**src/shared/lcep_consts.svh**
```systemverilog
// Constants for the line-cycle energy and pulse output block.
// Assumes a 10-bit register address space and a 25 MHz mclk.
`ifndef LCEP_CONSTS_SVH
`define LCEP_CONSTS_SVH

// ****************************************
// Register offsets
// ****************************************
`define LCEP_ADR_MODE 10'h004
`define LCEP_ADR_HCYC 10'h101
`define LCEP_ADR_DIV1 10'h103
`define LCEP_ADR_DIV2 10'h104
`define LCEP_ADR_CFG 10'h107
`define LCEP_ADR_ENA 10'h222
`define LCEP_ADR_ENB 10'h223
`define LCEP_ADR_IRQEN 10'h22C
`define LCEP_ADR_IRQST 10'h22D

// ****************************************
// Reset values and field positions
// ****************************************
`define LCEP_MODE_RST 8'h40
`define LCEP_MODE_LA 4
`define LCEP_MODE_LB 5
`define LCEP_MODE_CLR 6
`define LCEP_HCYC_RST 16'h0064
`define LCEP_DIV_RST 16'h0000
`define LCEP_CFG_RST 16'h0300
`define LCEP_CFG_SEL1 0
`define LCEP_CFG_SEL2 4
`define LCEP_CFG_DIS1 8
`define LCEP_CFG_DIS2 9
`define LCEP_IRQ_DONE 18

// ****************************************
// Pulse source codes
// ****************************************
`define LCEP_SRC_ACT_A 4'h0
`define LCEP_SRC_REACT_A 4'h1
`define LCEP_SRC_APP_A 4'h2
`define LCEP_SRC_CURRENT_RMS_VALUE_A 4'h3
`define LCEP_SRC_ACT_SUM 4'h4
`define LCEP_SRC_ACT_B 4'h5
`define LCEP_SRC_REACT_B 4'h6
`define LCEP_SRC_APP_B 4'h7
`define LCEP_SRC_CURRENT_RMS_VALUE_B 4'h8
`define LCEP_SRC_CURRENT_RMS_VALUE_SUM 4'h9

// ****************************************
// Quantum strobe indices and timing
// ****************************************
`define LCEP_Q_ACT 0
`define LCEP_Q_REACT 2
`define LCEP_Q_APP 4
`define LCEP_Q_CURRENT_RMS_VALUE 6
`define LCEP_CLK_HZ 25000000
`define LCEP_PULSE_LOW_MS 80
`define LCEP_PULSE_LIM_MS 160

`endif

```
**src/shared/lcep_pkg.sv**
```systemverilog
// Types for the line-cycle energy and pulse output block.
// Assumes lcep_consts.svh supplies the numeric values.
package lcep_pkg;

   // Pulse source select field
   typedef logic [3:0] lcep_src_t;

   // Line-cycle period engine states
   typedef enum logic {
      LCEP_IDLE,
      LCEP_RUN
   } lcep_period_t;

endpackage : lcep_pkg

```
**src/verilog/lcep_top.sv**
```systemverilog
// Line-cycle apparent energy accumulation and calibration pulse outputs.
// Assumes register strobes, zero crossings and energy quanta come from
// logic on mclk; upstream chains apply gain, offset and no-load.
//
// Function
// - Line-cycle bit per channel syncs apparent accumulation; off at reset.
// - One half-cycle count register sets the period for both channels.
// - Periods up to 65,535 half line cycles are supported.
// - Period end updates the result of each line-cycle channel and sets the done flag.
// - Done flag with its enable drives the active-low interrupt pin.
// - Next period starts at once while line-cycle enables stay set.
// - Results hold between period ends, then are overwritten.
// - Clear-on-read zeroes a result until the period ends.
// - A count written mid-period applies from the next period.
// - Ampere-hour mode accumulates rms current instead of apparent power.
// - Ampere-hour mode makes apparent pulse sources follow rms current.
// - Apparent-path calibration and no-load apply to rms accumulation.
// - Each converter gives one pulse per energy LSB.
// - An output pulse comes after divider-count converter pulses.
// - Each output source is selectable from the listed quantities.
// - Summed active source runs at half the channel sum.
// - Both outputs disabled at reset; enabled while disable bit clear.
// - Periods over 160 ms give fixed 80 ms pulses.
// - Periods of 160 ms or less give 50% duty.
// - Pulse outputs are active low.
// - Divider zero passes converter rate undivided.
// - Bit 6 of mode register enables clear-on-read; set by default.
// - Energy results wrap at the 24-bit signed limits.
`include "lcep_consts.svh"
`timescale 1ns/1ps
`default_nettype none

module lcep_top #(
   parameter int unsigned CLK_HZ = `LCEP_CLK_HZ,
   parameter int unsigned PULSE_LOW_CYC =
      `LCEP_PULSE_LOW_MS * (`LCEP_CLK_HZ / 1000),
   parameter int unsigned PULSE_LIM_CYC =
      `LCEP_PULSE_LIM_MS * (`LCEP_CLK_HZ / 1000)
) (
   // Clock, reset and enable
   input wire logic mclk,
   input wire logic sys_rst,
   input wire logic clk_en,
   // Register access port
   input wire logic [9:0] reg_addr,
   input wire logic reg_wr,
   input wire logic reg_rd,
   input wire logic [31:0] reg_wdata,
   output logic [31:0] reg_rdata,
   output logic reg_rvalid,
   // Measurement inputs
   input wire logic zx_stb,
   input wire logic [7:0] q_stb,
   input wire logic [7:0] q_neg,
   input wire logic amp_hour_en,
   // Pins
   output logic irq_n,
   output logic pulse_out_one_n,
   output logic pulse_out_two_n
);

   // ****************************************
   // Declarations
   // ****************************************
   logic [7:0] mode_q;
   logic [15:0] hcyc_q;
   logic [15:0] div_one_q;
   logic [15:0] div_two_q;
   logic [15:0] cfg_q;
   logic irq_en_q;
   logic done_q;
   logic [31:0] rdata_q;
   logic rvalid_q;
   lcep_pkg::lcep_period_t period_q;
   logic [15:0] len_q;
   logic [15:0] hc_cnt_q;
   logic line_any;
   logic count_hit;
   logic period_end;
   logic clr_a;
   logic clr_b;
   logic st_read;
   logic app_stb_a;
   logic app_stb_b;
   logic app_neg_a;
   logic app_neg_b;
   logic [23:0] energy_a;
   logic [23:0] energy_b;
   lcep_pkg::lcep_src_t sel_one;
   lcep_pkg::lcep_src_t sel_two;
   logic half_one_q;
   logic half_two_q;
   logic [1:0] sum_one;
   logic [1:0] sum_two;
   logic [1:0] inc_one;
   logic [1:0] inc_two;

   // ****************************************
   // Functions
   // ****************************************

   // Converter pulses this cycle for any source except the half-sum source
   function automatic logic [1:0] src_count(
      input lcep_pkg::lcep_src_t sel,
      input logic [7:0] stb,
      input logic amp
   );
      logic [1:0] n;
      n = 2'b00;
      case (sel)
         `LCEP_SRC_ACT_A: n = {1'b0, stb[`LCEP_Q_ACT]};
         `LCEP_SRC_ACT_B: n = {1'b0, stb[`LCEP_Q_ACT + 1]};
         `LCEP_SRC_REACT_A: n = {1'b0, stb[`LCEP_Q_REACT]};
         `LCEP_SRC_REACT_B: n = {1'b0, stb[`LCEP_Q_REACT + 1]};
         `LCEP_SRC_APP_A: begin
            n = {1'b0, amp ? stb[`LCEP_Q_CURRENT_RMS_VALUE] : stb[`LCEP_Q_APP]};
         end
         `LCEP_SRC_APP_B: begin
            n = {1'b0, amp ? stb[`LCEP_Q_CURRENT_RMS_VALUE + 1]
                           : stb[`LCEP_Q_APP + 1]};
         end
         `LCEP_SRC_CURRENT_RMS_VALUE_A: n = {1'b0, stb[`LCEP_Q_CURRENT_RMS_VALUE]};
         `LCEP_SRC_CURRENT_RMS_VALUE_B: n = {1'b0, stb[`LCEP_Q_CURRENT_RMS_VALUE + 1]};
         `LCEP_SRC_CURRENT_RMS_VALUE_SUM: begin
            n = {1'b0, stb[`LCEP_Q_CURRENT_RMS_VALUE]} + {1'b0, stb[`LCEP_Q_CURRENT_RMS_VALUE + 1]};
         end
         default: n = 2'b00;
      endcase
      return n;
   endfunction : src_count

   // Residue plus both active quanta, for the half-sum source
   function automatic logic [1:0] half_total(
      input logic res,
      input logic [7:0] stb
   );
      return {1'b0, res} + {1'b0, stb[`LCEP_Q_ACT]}
         + {1'b0, stb[`LCEP_Q_ACT + 1]};
   endfunction : half_total

   // ****************************************
   // Register writes
   // ****************************************

   // Software-owned configuration registers
   always_ff @(posedge mclk or posedge sys_rst) begin
      if (sys_rst) begin
         mode_q <= `LCEP_MODE_RST;
         hcyc_q <= `LCEP_HCYC_RST;
         div_one_q <= `LCEP_DIV_RST;
         div_two_q <= `LCEP_DIV_RST;
         cfg_q <= `LCEP_CFG_RST;
         irq_en_q <= 1'b0;
      end else if (clk_en && reg_wr) begin
         case (reg_addr)
            `LCEP_ADR_MODE: mode_q <= reg_wdata[7:0];
            `LCEP_ADR_HCYC: hcyc_q <= reg_wdata[15:0];
            `LCEP_ADR_DIV1: div_one_q <= reg_wdata[15:0];
            `LCEP_ADR_DIV2: div_two_q <= reg_wdata[15:0];
            `LCEP_ADR_CFG: cfg_q <= reg_wdata[15:0];
            `LCEP_ADR_IRQEN: irq_en_q <= reg_wdata[`LCEP_IRQ_DONE];
            default: irq_en_q <= irq_en_q;
         endcase
      end
   end

   // ****************************************
   // Line-cycle period engine
   // ****************************************

   // Either channel in line-cycle mode runs the shared engine
   assign line_any = mode_q[`LCEP_MODE_LA] | mode_q[`LCEP_MODE_LB];

   // Crossing that completes the latched count; zero ends each crossing
   assign count_hit = ({1'b0, hc_cnt_q} + 17'h00001) >= {1'b0, len_q};
   assign period_end = (period_q == lcep_pkg::LCEP_RUN) && line_any
      && zx_stb && count_hit;

   // Count half cycles; latch the length only at a period boundary
   always_ff @(posedge mclk or posedge sys_rst) begin
      if (sys_rst) begin
         period_q <= lcep_pkg::LCEP_IDLE;
         len_q <= `LCEP_HCYC_RST;
         hc_cnt_q <= 16'h0000;
      end else if (clk_en) begin
         case (period_q)
            lcep_pkg::LCEP_IDLE: begin
               // First period starts unaligned to a crossing
               if (line_any) begin
                  period_q <= lcep_pkg::LCEP_RUN;
                  len_q <= hcyc_q;
                  hc_cnt_q <= 16'h0000;
               end
            end
            lcep_pkg::LCEP_RUN: begin
               if (!line_any) begin
                  period_q <= lcep_pkg::LCEP_IDLE;
                  hc_cnt_q <= 16'h0000;
               end else if (period_end) begin
                  len_q <= hcyc_q;
                  hc_cnt_q <= 16'h0000;
               end else if (zx_stb) begin
                  hc_cnt_q <= hc_cnt_q + 16'h0001;
               end
            end
            default: period_q <= lcep_pkg::LCEP_IDLE;
         endcase
      end
   end

   // ****************************************
   // Done flag and interrupt pin
   // ****************************************

   // Reading the status register clears the flag; a new end wins
   assign st_read = reg_rd && (reg_addr == `LCEP_ADR_IRQST);

   always_ff @(posedge mclk or posedge sys_rst) begin
      if (sys_rst) begin
         done_q <= 1'b0;
      end else if (clk_en) begin
         done_q <= period_end || (done_q && !st_read);
      end
   end

   // Active-low interrupt while flag and enable are both set
   assign irq_n = ~(done_q & irq_en_q);

   // ****************************************
   // Apparent energy accumulation
   // ****************************************

   // Ampere-hour mode swaps in rms quanta, already calibrated upstream
   assign app_stb_a = amp_hour_en ? q_stb[`LCEP_Q_CURRENT_RMS_VALUE]
                                  : q_stb[`LCEP_Q_APP];
   assign app_stb_b = amp_hour_en ? q_stb[`LCEP_Q_CURRENT_RMS_VALUE + 1]
                                  : q_stb[`LCEP_Q_APP + 1];
   assign app_neg_a = amp_hour_en ? q_neg[`LCEP_Q_CURRENT_RMS_VALUE]
                                  : q_neg[`LCEP_Q_APP];
   assign app_neg_b = amp_hour_en ? q_neg[`LCEP_Q_CURRENT_RMS_VALUE + 1]
                                  : q_neg[`LCEP_Q_APP + 1];

   // Clear-on-read strobes for the two result registers
   assign clr_a = reg_rd && (reg_addr == `LCEP_ADR_ENA)
      && mode_q[`LCEP_MODE_CLR];
   assign clr_b = reg_rd && (reg_addr == `LCEP_ADR_ENB)
      && mode_q[`LCEP_MODE_CLR];

   // Channel A result
   lcep_energy_acc u_acc_a (
      .mclk(mclk),
      .sys_rst(sys_rst),
      .clk_en(clk_en),
      .line_en(mode_q[`LCEP_MODE_LA]),
      .period_end(period_end),
      .rd_clear(clr_a),
      .q_stb(app_stb_a),
      .q_neg(app_neg_a),
      .energy(energy_a)
   );

   // Channel B result
   lcep_energy_acc u_acc_b (
      .mclk(mclk),
      .sys_rst(sys_rst),
      .clk_en(clk_en),
      .line_en(mode_q[`LCEP_MODE_LB]),
      .period_end(period_end),
      .rd_clear(clr_b),
      .q_stb(app_stb_b),
      .q_neg(app_neg_b),
      .energy(energy_b)
   );

   // ****************************************
   // Pulse source selection
   // ****************************************
   assign sel_one = cfg_q[`LCEP_CFG_SEL1 +: 4];
   assign sel_two = cfg_q[`LCEP_CFG_SEL2 +: 4];
   assign sum_one = half_total(half_one_q, q_stb);
   assign sum_two = half_total(half_two_q, q_stb);

   // Half-sum source keeps a one-bit residue between cycles
   always_ff @(posedge mclk or posedge sys_rst) begin
      if (sys_rst) begin
         half_one_q <= 1'b0;
         half_two_q <= 1'b0;
      end else if (clk_en) begin
         half_one_q <= (sel_one == `LCEP_SRC_ACT_SUM) ? sum_one[0] : 1'b0;
         half_two_q <= (sel_two == `LCEP_SRC_ACT_SUM) ? sum_two[0] : 1'b0;
      end
   end

   // Converter pulse counts fed to each output divider
   assign inc_one = (sel_one == `LCEP_SRC_ACT_SUM)
      ? {1'b0, sum_one[1]}
      : src_count(sel_one, q_stb, amp_hour_en);
   assign inc_two = (sel_two == `LCEP_SRC_ACT_SUM)
      ? {1'b0, sum_two[1]}
      : src_count(sel_two, q_stb, amp_hour_en);

   // ****************************************
   // Pulse outputs
   // ****************************************

   // First output
   lcep_pulse_out #(
      .LOW_CYC(PULSE_LOW_CYC),
      .LIM_CYC(PULSE_LIM_CYC)
   ) u_pulse_one (
      .mclk(mclk),
      .sys_rst(sys_rst),
      .clk_en(clk_en),
      .out_en(!cfg_q[`LCEP_CFG_DIS1]),
      .divider(div_one_q),
      .inc(inc_one),
      .pulse_n(pulse_out_one_n)
   );

   // Second output
   lcep_pulse_out #(
      .LOW_CYC(PULSE_LOW_CYC),
      .LIM_CYC(PULSE_LIM_CYC)
   ) u_pulse_two (
      .mclk(mclk),
      .sys_rst(sys_rst),
      .clk_en(clk_en),
      .out_en(!cfg_q[`LCEP_CFG_DIS2]),
      .divider(div_two_q),
      .inc(inc_two),
      .pulse_n(pulse_out_two_n)
   );

   // ****************************************
   // Register reads
   // ****************************************

   // Read data registered one cycle after the read strobe
   always_ff @(posedge mclk or posedge sys_rst) begin
      if (sys_rst) begin
         rdata_q <= 32'h00000000;
         rvalid_q <= 1'b0;
      end else if (clk_en) begin
         rvalid_q <= reg_rd;
         if (reg_rd) begin
            case (reg_addr)
               `LCEP_ADR_MODE: rdata_q <= {24'h000000, mode_q};
               `LCEP_ADR_HCYC: rdata_q <= {16'h0000, hcyc_q};
               `LCEP_ADR_DIV1: rdata_q <= {16'h0000, div_one_q};
               `LCEP_ADR_DIV2: rdata_q <= {16'h0000, div_two_q};
               `LCEP_ADR_CFG: rdata_q <= {16'h0000, cfg_q};
               `LCEP_ADR_ENA: rdata_q <= {{8{energy_a[23]}}, energy_a};
               `LCEP_ADR_ENB: rdata_q <= {{8{energy_b[23]}}, energy_b};
               `LCEP_ADR_IRQEN: begin
                  rdata_q <= 32'h00000000;
                  rdata_q[`LCEP_IRQ_DONE] <= irq_en_q;
               end
               `LCEP_ADR_IRQST: begin
                  rdata_q <= 32'h00000000;
                  rdata_q[`LCEP_IRQ_DONE] <= done_q;
               end
               default: rdata_q <= 32'h00000000;
            endcase
         end
      end
   end

   assign reg_rdata = rdata_q;
   assign reg_rvalid = rvalid_q;

endmodule : lcep_top

`default_nettype wire

```
**src/verilog/lcep_energy_acc.sv**
```systemverilog
// One channel of apparent energy accumulation with result register.
// Assumes quantum strobes and period ends come from mclk logic.
`timescale 1ns/1ps
`default_nettype none

module lcep_energy_acc (
   // Clock and reset
   input wire logic mclk,
   input wire logic sys_rst,
   input wire logic clk_en,
   // Control
   input wire logic line_en,
   input wire logic period_end,
   input wire logic rd_clear,
   // Energy quanta
   input wire logic q_stb,
   input wire logic q_neg,
   // Result
   output logic [23:0] energy
);

   logic [23:0] run_q;
   logic [23:0] res_q;
   logic [23:0] delta;

   // Signed one-LSB step, wraps in 24 bits
   assign delta = q_stb ? (q_neg ? 24'hFFFFFF : 24'h000001) : 24'h000000;
   assign energy = res_q;

   // Running sum and result; a quantum on a clear cycle is kept
   always_ff @(posedge mclk or posedge sys_rst) begin
      if (sys_rst) begin
         run_q <= 24'h000000;
         res_q <= 24'h000000;
      end else if (clk_en) begin
         if (!line_en) begin
            run_q <= 24'h000000;
            res_q <= (rd_clear ? 24'h000000 : res_q) + delta;
         end else if (period_end) begin
            run_q <= 24'h000000;
            res_q <= run_q + delta;
         end else begin
            run_q <= run_q + delta;
            if (rd_clear) begin
               res_q <= 24'h000000;
            end
         end
      end
   end

endmodule : lcep_energy_acc

`default_nettype wire

```
**src/verilog/lcep_pulse_out.sv**
```systemverilog
// Divider and pulse shaper for one calibration pulse output.
// Assumes inc counts converter pulses arriving this mclk cycle.
`timescale 1ns/1ps
`default_nettype none

module lcep_pulse_out #(
   parameter int unsigned LOW_CYC = 2000000,
   parameter int unsigned LIM_CYC = 4000000
) (
   // Clock and reset
   input wire logic mclk,
   input wire logic sys_rst,
   input wire logic clk_en,
   // Control
   input wire logic out_en,
   input wire logic [15:0] divider,
   input wire logic [1:0] inc,
   // Pin
   output logic pulse_n
);

   logic [15:0] div_cnt_q;
   logic [16:0] div_sum;
   logic [16:0] div_min;
   logic fire;
   logic [31:0] per_q;
   logic [31:0] low_q;
   logic [31:0] low_d;
   logic [31:0] width;
   logic out_n_q;

   // Zero divider acts as one, so every converter pulse passes
   assign div_min = (divider == 16'h0000) ? 17'h00001 : {1'b0, divider};
   assign div_sum = {1'b0, div_cnt_q} + {15'h0000, inc};
   assign fire = out_en && (div_sum >= div_min);

   // Fixed width after a long period, half period otherwise
   always_comb begin
      if (per_q > LIM_CYC) begin
         width = LOW_CYC;
      end else if (per_q[31:1] == 31'h00000000) begin
         width = 32'h00000001;
      end else begin
         width = {1'b0, per_q[31:1]};
      end
      if (fire) begin
         low_d = width;
      end else if (low_q != 32'h00000000) begin
         low_d = low_q - 32'h00000001;
      end else begin
         low_d = 32'h00000000;
      end
   end

   // Divider remainder
   always_ff @(posedge mclk or posedge sys_rst) begin
      if (sys_rst) begin
         div_cnt_q <= 16'h0000;
      end else if (clk_en) begin
         if (!out_en) begin
            div_cnt_q <= 16'h0000;
         end else if (fire) begin
            div_cnt_q <= 16'(div_sum - div_min);
         end else begin
            div_cnt_q <= div_sum[15:0];
         end
      end
   end

   // Period measure, low time and the active-low pin
   always_ff @(posedge mclk or posedge sys_rst) begin
      if (sys_rst) begin
         per_q <= 32'(LIM_CYC + 1);
         low_q <= 32'h00000000;
         out_n_q <= 1'b1;
      end else if (clk_en) begin
         if (!out_en) begin
            per_q <= 32'(LIM_CYC + 1);
            low_q <= 32'h00000000;
            out_n_q <= 1'b1;
         end else begin
            if (fire) begin
               per_q <= 32'h00000001;
            end else if (per_q <= LIM_CYC) begin
               per_q <= per_q + 32'h00000001;
            end
            low_q <= low_d;
            out_n_q <= (low_d == 32'h00000000);
         end
      end
   end

   assign pulse_n = out_n_q;

endmodule : lcep_pulse_out

`default_nettype wire

```
**config.mk**
```make
export PLATFORM = sky130hd
export DESIGN_NAME = lcep_top
export DESIGN_NICKNAME = d
export VERILOG_FILES = /design/src/shared/lcep_pkg.sv /design/src/verilog/lcep_top.sv /design/src/verilog/lcep_energy_acc.sv /design/src/verilog/lcep_pulse_out.sv
export VERILOG_INCLUDE_DIRS = /design/src /design/src/shared
export SDC_FILE = /design/constraint.sdc
export NUM_CORES = 1
export LEC_CHECK = 0
export BUFFER_PORTS_ARGS = -buffer_cell sky130_fd_sc_hd__buf_2
export CAP_MARGIN = 25
export CORE_ASPECT_RATIO = 1.1
export CORE_UTILIZATION = 40
export CTS_CLUSTER_SIZE = 16
export DETAILED_ROUTE_END_ITERATION = 12
export PLACE_DENSITY = 0.56
export SETUP_SLACK_MARGIN = 0.02
export SKIP_CTS_REPAIR_TIMING = 1
export SLEW_MARGIN = 25
export SYNTH_ARGS = -nofsm -noshare
export SYNTH_HDL_FRONTEND = slang
export SYNTH_SLANG_ARGS = --single-unit
```
**constraint.sdc**
```tcl
create_clock -name mclk -period 42.7 [get_ports mclk]
set_clock_uncertainty 0.1 [all_clocks]
set_input_delay 8.54 -clock mclk [delete_from_list [all_inputs] [get_ports mclk]]
set_output_delay 8.54 -clock mclk [all_outputs]
set_load 0.005 [all_outputs]
```
==> results by group, run 1 <==
Run status
  • Status: finished clean

Floorplanning
  • Core Footprint: 67940 um2
  • Starting Density: 40.53%
  • Die height: 277.2 um
  • Io pins: 101
  • Placement row count: 100
  • Die Wd: 252.2 um
  • DIE AREA: 69900 um2

STA
  • Fin crit period: 14.42 ns
  • RSZ-0062 raised after global routing: no
  • Fin crit share: 33.76%
  • Slew Limit Fails: 0
  • Fin Hold WS: 0.3748 ns
  • Fin. Hold Viols: 0
  • Fmax: 69.36 MHz
  • Rel. slew slack: 33.88%
  • Final setup fails: 0
  • Setup TNS: 0 ns
  • Worst-margin pin slew: 0.9833 ns

Clock network
  • Cts bufs inserted: 48
  • CTS tree: yes
  • CTS Sinks: 392
  • CTS root buffer: clkbuf_16
  • H-tree levels: 2
  • Worst-Skew Late Latency: 0.61 ns
  • Clock-pin slew on the worst setup and hold paths: 0.06 ns
  • Max Buffers Root-to-Sink: 3

Placement
  • Port bufs: 81
  • Dpl hpwl: 59030 um
  • Dpl cell area: 28790 um2
  • Placer congestion estimate: 0.9169

Detailed routing
  • Initial DRC count: 2108
  • Drt total wl: 82810 um
  • DR pass1 iterations: 6
  • Via count: 24273
  • Post-route ant nets: 0
  • Drt via density: 5.939
  • DRC Markers: 0
  • Routed wire length per instance: 20.26 um

Yosys
  • Syn Nets: 3353
  • Synth cell types: 83
  • Mean Syn Cell Area: 8.814 um2
  • Fraction of registers with async set/reset: 100.0%
  • Syn Std Cell Area: 27540 um2
  • Synthesis warning total: 0
  • Part of the Yosys area used for sequential elements: 35.75%
  • EDFF count, synth: 0
  • Number of synthesized register bits: 392
  • Cells after Synth: 3124
  • Primary FF master, synth: dfrtp_1

Worst setup path
  • Worst-path fanout max: 52
  • Worst Path Required: 43.08 ns
  • Crit path cell chain: buf_2 -> mux2_2 -> mux4_2 -> nand2b_1 -> a21oi_1 -> ha_1 -> fa_1 -> and3_1 -> nand3_1 -> nor2_1 -> xor2_1 -> ha_1 -> a21o_1 -> a21oi_1 -> o21ai_0 -> a311oi_1 -> nand2_2 -> buf_4 -> nor2_1 -> nand3_1 -> o41ai_1
  • CP endpoint kind: flip-flop
  • Slowest-stage cell, CP: nor2_1
  • Buf/Inv on CP: 2
  • CP Class: input port to flip-flop
  • Delay-heaviest family, CP: simple AND/OR/NAND/NOR gates
  • Worst setup SP type: input port
  • Arr. time, crit path: 14.80 ns
  • Crit-path max cell delay: 0.56 ns

Cells and area
  • Final nets: 3358
  • Antenna diodes: 0
  • Syn-to-layout area delta: 10.99%
  • Most common cell after layout, fill and taps aside: dfrtp_1
  • Commonest non-fill, non-tap cells in the layout: dfrtp_1 (365), nand2_1 (280), o21ai_0 (220), nor2_1 (213), a21oi_1 (155)
  • Fin util: 44.99%
  • Layout cells sized above 1: 11.49%
  • Final Instance Area: 30560 um2

Power and ir drop
  • Lkg Pwr: 0.01380 uW
  • VDD IR-drop max: 0.03218 mV
  • Pwr/cell area: 41.38 nW/um2

Worst hold path
  • Worst hold-check path type: flip-flop to flip-flop

Global route
  • Global route total overflow: 0
  • Pin count of the biggest net entering global routing: 94
  • First-pass GRT wire length: 131300 um
  • Vias in the first global route: 23311
  • Initial antenna violation count: 1
  • All-Layer GR Usage: 23.31%

Job
  • Max_cap viols: 0
## cells by family (layout without fill, tap and decap cells)
logic type	after synthesis	in the layout	synth area share, %
simple gates	1026	1026	18.53
fa+ha+maj	164	164	7.724
buf+inv	304	349	4.330
compound gates	921	921	22.48
flops	392	392	35.75
mux	127	127	5.094
xor+xnor	190	190	6.093
## layer usage
metal	routed length, um	share of wire (%)	vias up	track usage (%)
met2	39870	48	632	39.05
met3	3861	4.7	127	3.045
met4	1793	2.2	2	6.045
met1	37270	45	11971	31.52
met5	11	0.013	-	0
li1	-	-	11541	-
## worst min-delay path: stages, from the launching register on
cell     delay [ns]
dfrtp_1        0.33
nand2_1        0.05
o21ai_0        0.06
## through the flow
stage	instances	worst slack [ns]	power [uW]
3_3_place_gp	3997	27.79	800.1
2_1_floorplan	3124	23.21	721.1
3_5_place_dp	3997	27.72	810.3
4_1_cts	4087	28.36	1273
5_1_grt	4087	27.88	1335
6_report	4087	28.28	1265
## state kept, by name, indices dropped and copies added (netlist names), 32 cells and up
signal	count
u_pulse_two.low_q	32
u_pulse_one.low_q	32
u_pulse_two.per_q	32
u_pulse_one.per_q	32
## where the power goes
part / internal (uW) / switching (uW) / leakage, uW / total [uW]
registers: 410 / 49.4 / 0.00506 / 460
logic: 153 / 196 / 0.00788 / 348
clock network: 281 / 175 / 0.000860 / 457
## area by class of cell
type,instances,area [um2]
fill,6567,37380
inverter,141,539.3
timing repair buffer,118,689.4
clock inverter,23,377.9
multi-input combinational,2428,16580
tap,918,1149
clock buffer,67,1383
sequential,392,9843
## cell usage after synthesis, drive strengths merged (41+ instances only)
master / number / area share, %
nand3: 80 / 1.5
mux2: 85 / 3.5
a31oi: 54 / 1.2
nor4: 42 / 1.1
o21ai: 227 / 4.1
dfrtp: 365 / 33
nor3: 102 / 1.9
a21o: 73 / 2.0
and3: 41 / 0.93
and2: 53 / 1.2
nand2: 281 / 3.8
xor2: 81 / 2.6
clkbuf: 132 / 1.8
nand4: 49 / 1.1
a21oi: 157 / 2.9
o2bb2ai: 67 / 2.1
nor2b: 45 / 1.0
xnor2: 108 / 3.4
inv: 140 / 1.9
nor2: 219 / 3.0
ha: 154 / 7.0
## path summary, 6_finish.rpt
| check | start | end | slack, ns | depth (start not counted) |
|---|---|---|---|---|
| max reg2reg | cfg_q[6]$_DFFE_PP0P_ | u_pulse_two.low_q[31]$_DFFE_PP0P_ | 36.17 | 21 |
| min in group asynchronous | sys_rst | hc_cnt_q[8]$_DFFE_PP0P_ | 7.92 | 2 |
| max in group asynchronous | sys_rst | u_pulse_two.low_q[2]$_DFFE_PP0P_ | 31.81 | 5 |
| min reg2reg | reg_rdata[8]$_DFFE_PP0P_ | reg_rdata[8]$_DFFE_PP0P_ | 0.37 | 2 |
| max | amp_hour_en | u_pulse_two.low_q[31]$_DFFE_PP0P_ | 28.28 | 21 |
| min | reg_rdata[8]$_DFFE_PP0P_ | reg_rdata[8]$_DFFE_PP0P_ | 0.37 | 2 |
Note: power is estimated with default switching activity, not from simulation.
==> inputs of run 2 (changes only) <==
==> constraint.sdc (replaced) <==
create_clock -name mclk -period 13.53 [get_ports mclk]
set_clock_uncertainty 0.1 [all_clocks]
set_input_delay 2.706 -clock mclk [delete_from_list [all_inputs] [get_ports mclk]]
set_output_delay 2.706 -clock mclk [all_outputs]
set_load 0.005 [all_outputs]
==> run 2 against run 1 <==
  * Sequential power grew to 3.2 times the previous value
  * Core utilization grew 0.10 points
  * Register-to-register slack lost 29 ns
  * Sequential share of layout area shrank 0.074 points
  * Via count shrank 0.64%
  * Die area is the same
  * Worst hold slack gained 0.00055 ns
  * Worst setup slack lost 23 ns
  * Final cell count is essentially flat
  * Critical endpoint is now u_pulse_two.low_q[24]$_DFFE_PP0P_
  * Largest cell class unchanged
  * Largest power group unchanged
==> results by group, run 2 (synthesis results as in run 1) <==
Run status
  • Status: finished clean

Global route
  • Vias in the first global route: 23458 (+0.63%)
  • Pin count of the biggest net entering global routing: 145 (+54%)
  • Global route total overflow: 0 (unchanged)
  • All-Layer GR Usage: 23.44% (+0.13 points)
  • Initial antenna violation count: 1 (unchanged)
  • First-pass GRT wire length: 132200 um (+0.66%)

Power and ir drop
  • Sw power: 1338 uW (+220%)
  • Sequential Power Share: 36.5% (+0.2 points)
  • Pwr/cell area: 129.6 nW/um2 (+210%)
  • Clock share of power: 35.8% (-0.3 points)
  • Combinational fraction of design power: 27.6% (about the same)
  • Lkg Pwr: 0.01383 uW (+0.19%)
  • P_int: 2632 uW (+210%)
  • VDD IR-drop max: 0.1025 mV (+220%)
  • Net Sw Frac: 33.70% (+0.48 points)

STA
  • RSZ-0062 raised after global routing: no
  • Final setup fails: 0 (unchanged)
  • Worst-margin pin slew: 1.027 ns (+0.04321 ns)
  • Fmax: 115.4 MHz
  • Rel. slew slack: 31.31% (-2.6 points)
  • Setup TNS: 0 ns (unchanged)
  • Slew Limit Fails: 0 (unchanged)
  • Fin crit share: 64.02%
  • Fin crit period: 8.662 ns
  • Fin Hold WS: 0.3753 ns (+0.0005460 ns)
  • Fin. Hold Viols: 0 (unchanged)

Floorplanning
  • Starting Density: 40.53% (unchanged)
  • Core Footprint: 67940 um2 (unchanged)
  • Io pins: 101 (unchanged)
  • Placement row count: 100 (unchanged)
  • DIE AREA: 69900 um2 (unchanged)
  • Die height: 277.2 um (unchanged)
  • Die Wd: 252.2 um (unchanged)

Placement
  • DP Cell Count: 3997 (unchanged)
  • Dpl hpwl: 58710 um (-0.54%)
  • Port bufs: 81 (unchanged)
  • Dpl cell area: 28850 um2 (+0.20%)
  • Placer congestion estimate: 0.9085 (-0.92%)

Detailed routing
  • DR pass1 iterations: 8 (+2)
  • Post-route ant nets: 0 (unchanged)
  • DRC Markers: 0 (unchanged)
  • Drt total wl: 82320 um (-0.58%)
  • Via count: 24118 (-0.64%)
  • Routed wire length per instance: 20.14 um (-0.61%)
  • Drt via density: 5.900 (-0.66%)
  • Initial DRC count: 2094 (-0.66%)

Worst setup path
  • Arr. time, crit path: 9.03 ns (-5.77 ns)
  • Worst r2r src: cfg_q[6]$_DFFE_PP0P_
  • Worst setup SP type: input port
  • Worst Path Required: 13.89 ns (-29.19 ns)
  • Setup slack, reg-to-reg: 7.01 ns (-29.16 ns)
  • Reg2Reg Depth: 21 (unchanged)
  • RR Endpoint: u_pulse_two.low_q[24]$_DFFE_PP0P_
  • CP endpoint kind: flip-flop
  • Worst-path fanout max: 51 (-1.9%)
  • CP Class: input port to flip-flop

Clock network
  • CTS root buffer: clkbuf_16
  • H-tree levels: 2 (unchanged)
  • Max Buffers Root-to-Sink: 3 (unchanged)
  • CTS tree: yes
  • CTS Sinks: 392 (unchanged)
  • Clock-pin slew on the worst setup and hold paths: 0.06 ns (about the same)
  • Worst-Skew Late Latency: 0.62 ns (about the same)
  • Cts bufs inserted: 48 (unchanged)

Cells and area
  • Final Instance Area: 30630 um2 (+0.23%)
  • FILL cells: 6567 (unchanged)
  • Fin cells: 4088 (+0.024%)
  • Fin util: 45.09% (+0.10 points)
  • Antenna diodes: 0 (unchanged)
  • Layout cells sized above 1: 11.45% (-0.035 points)
  • Final nets: 3359 (+0.030%)
  • Commonest non-fill, non-tap cells in the layout: dfrtp_1 (365), nand2_1 (280), o21ai_0 (219), nor2_1 (215), a21oi_1 (155)
  • Syn-to-layout area delta: 11.25%
  • Most common cell after layout, fill and taps aside: dfrtp_1

Worst hold path
  • Worst hold-check path type: flip-flop to flip-flop
  • Hold Path End: reg_rdata[10]$_DFFE_PP0P_
  • WHS Path Cells: 2 (unchanged)
  • Hold_sp: reg_rdata[10]$_DFFE_PP0P_

Job
  • Max_cap viols: 0 (unchanged)
==> run 2: power groups by stage <==
stage	Clock, uW	Combinational, uW	Sequential [uW]
final	1420	1100	1450
after global routing	1500	1230	1470
after CTS	1460	1090	1450
after detailed placement	0	1080	1470
after global placement	0	1060	1470
after floorplan	0	882	1390
==> run 2: per-stage QoR <==
step | setup slack (ns) | total power, uW
final | 4.868 | 3970
after global routing | 4.430 | 4203
after CTS | 5.006 | 4003
after detailed placement | 4.377 | 2554
after global placement | 4.452 | 2526
after floorplan | 5.472 | 2276
==> run 2: how the worst max path moves through the flow <==
stage | from | end | slack (ns) | cells past startpoint
floorplan | sys_rst | cfg_q[0]$_DFFE_PP0P_ | 5.47 | 1
global placement | amp_hour_en | u_pulse_two.low_q[29]$_DFFE_PP0P_ | 4.45 | 21
detailed placement | amp_hour_en | u_pulse_two.low_q[29]$_DFFE_PP0P_ | 4.38 | 21
CTS | amp_hour_en | u_pulse_two.low_q[24]$_DFFE_PP0P_ | 5.01 | 21
global route | amp_hour_en | u_pulse_two.low_q[24]$_DFFE_PP0P_ | 4.43 | 21
finish | amp_hour_en | u_pulse_two.low_q[24]$_DFFE_PP0P_ | 4.87 | 21
==> run 2: critical path, stage by stage <==
cell and delay (ns):
buf_2 0.25, mux2_2 0.51, mux4_2 0.50, nand2b_1 0.09
a21oi_1 0.08, ha_1 0.23, fa_1 0.41, and3_1 0.25
nand3_1 0.26, nor2_1 0.09, xor2_1 0.17, ha_1 0.37
a21o_1 0.20, a21oi_1 0.22, o21ai_0 0.15, a311oi_1 0.37
nand2_2 0.35, buf_4 0.41, nor2_1 0.57, nand3_1 0.39
o41ai_1 0.43
==> run 2: layer usage <==
layer	global-route usage, %	routed length, um	up-vias
li1	-	-	11557
met1	32.08	37100	11869
met2	38.65	39090	575
met3	2.970	3984	115
met4	6.605	2139	2
met5	0	13	-
==> run 2: final cells by class <==
cell class                 instances  area [um2]  area share [%]
timing repair buffer             119       778.2           2.541
sequential                       392        9843           32.13
clock buffer                      64        1331           4.346
clock inverter                    26       416.7           1.360
tap                              918        1149           3.750
inverter                         141       535.5           1.748
multi-input combinational       2428       16580           54.12
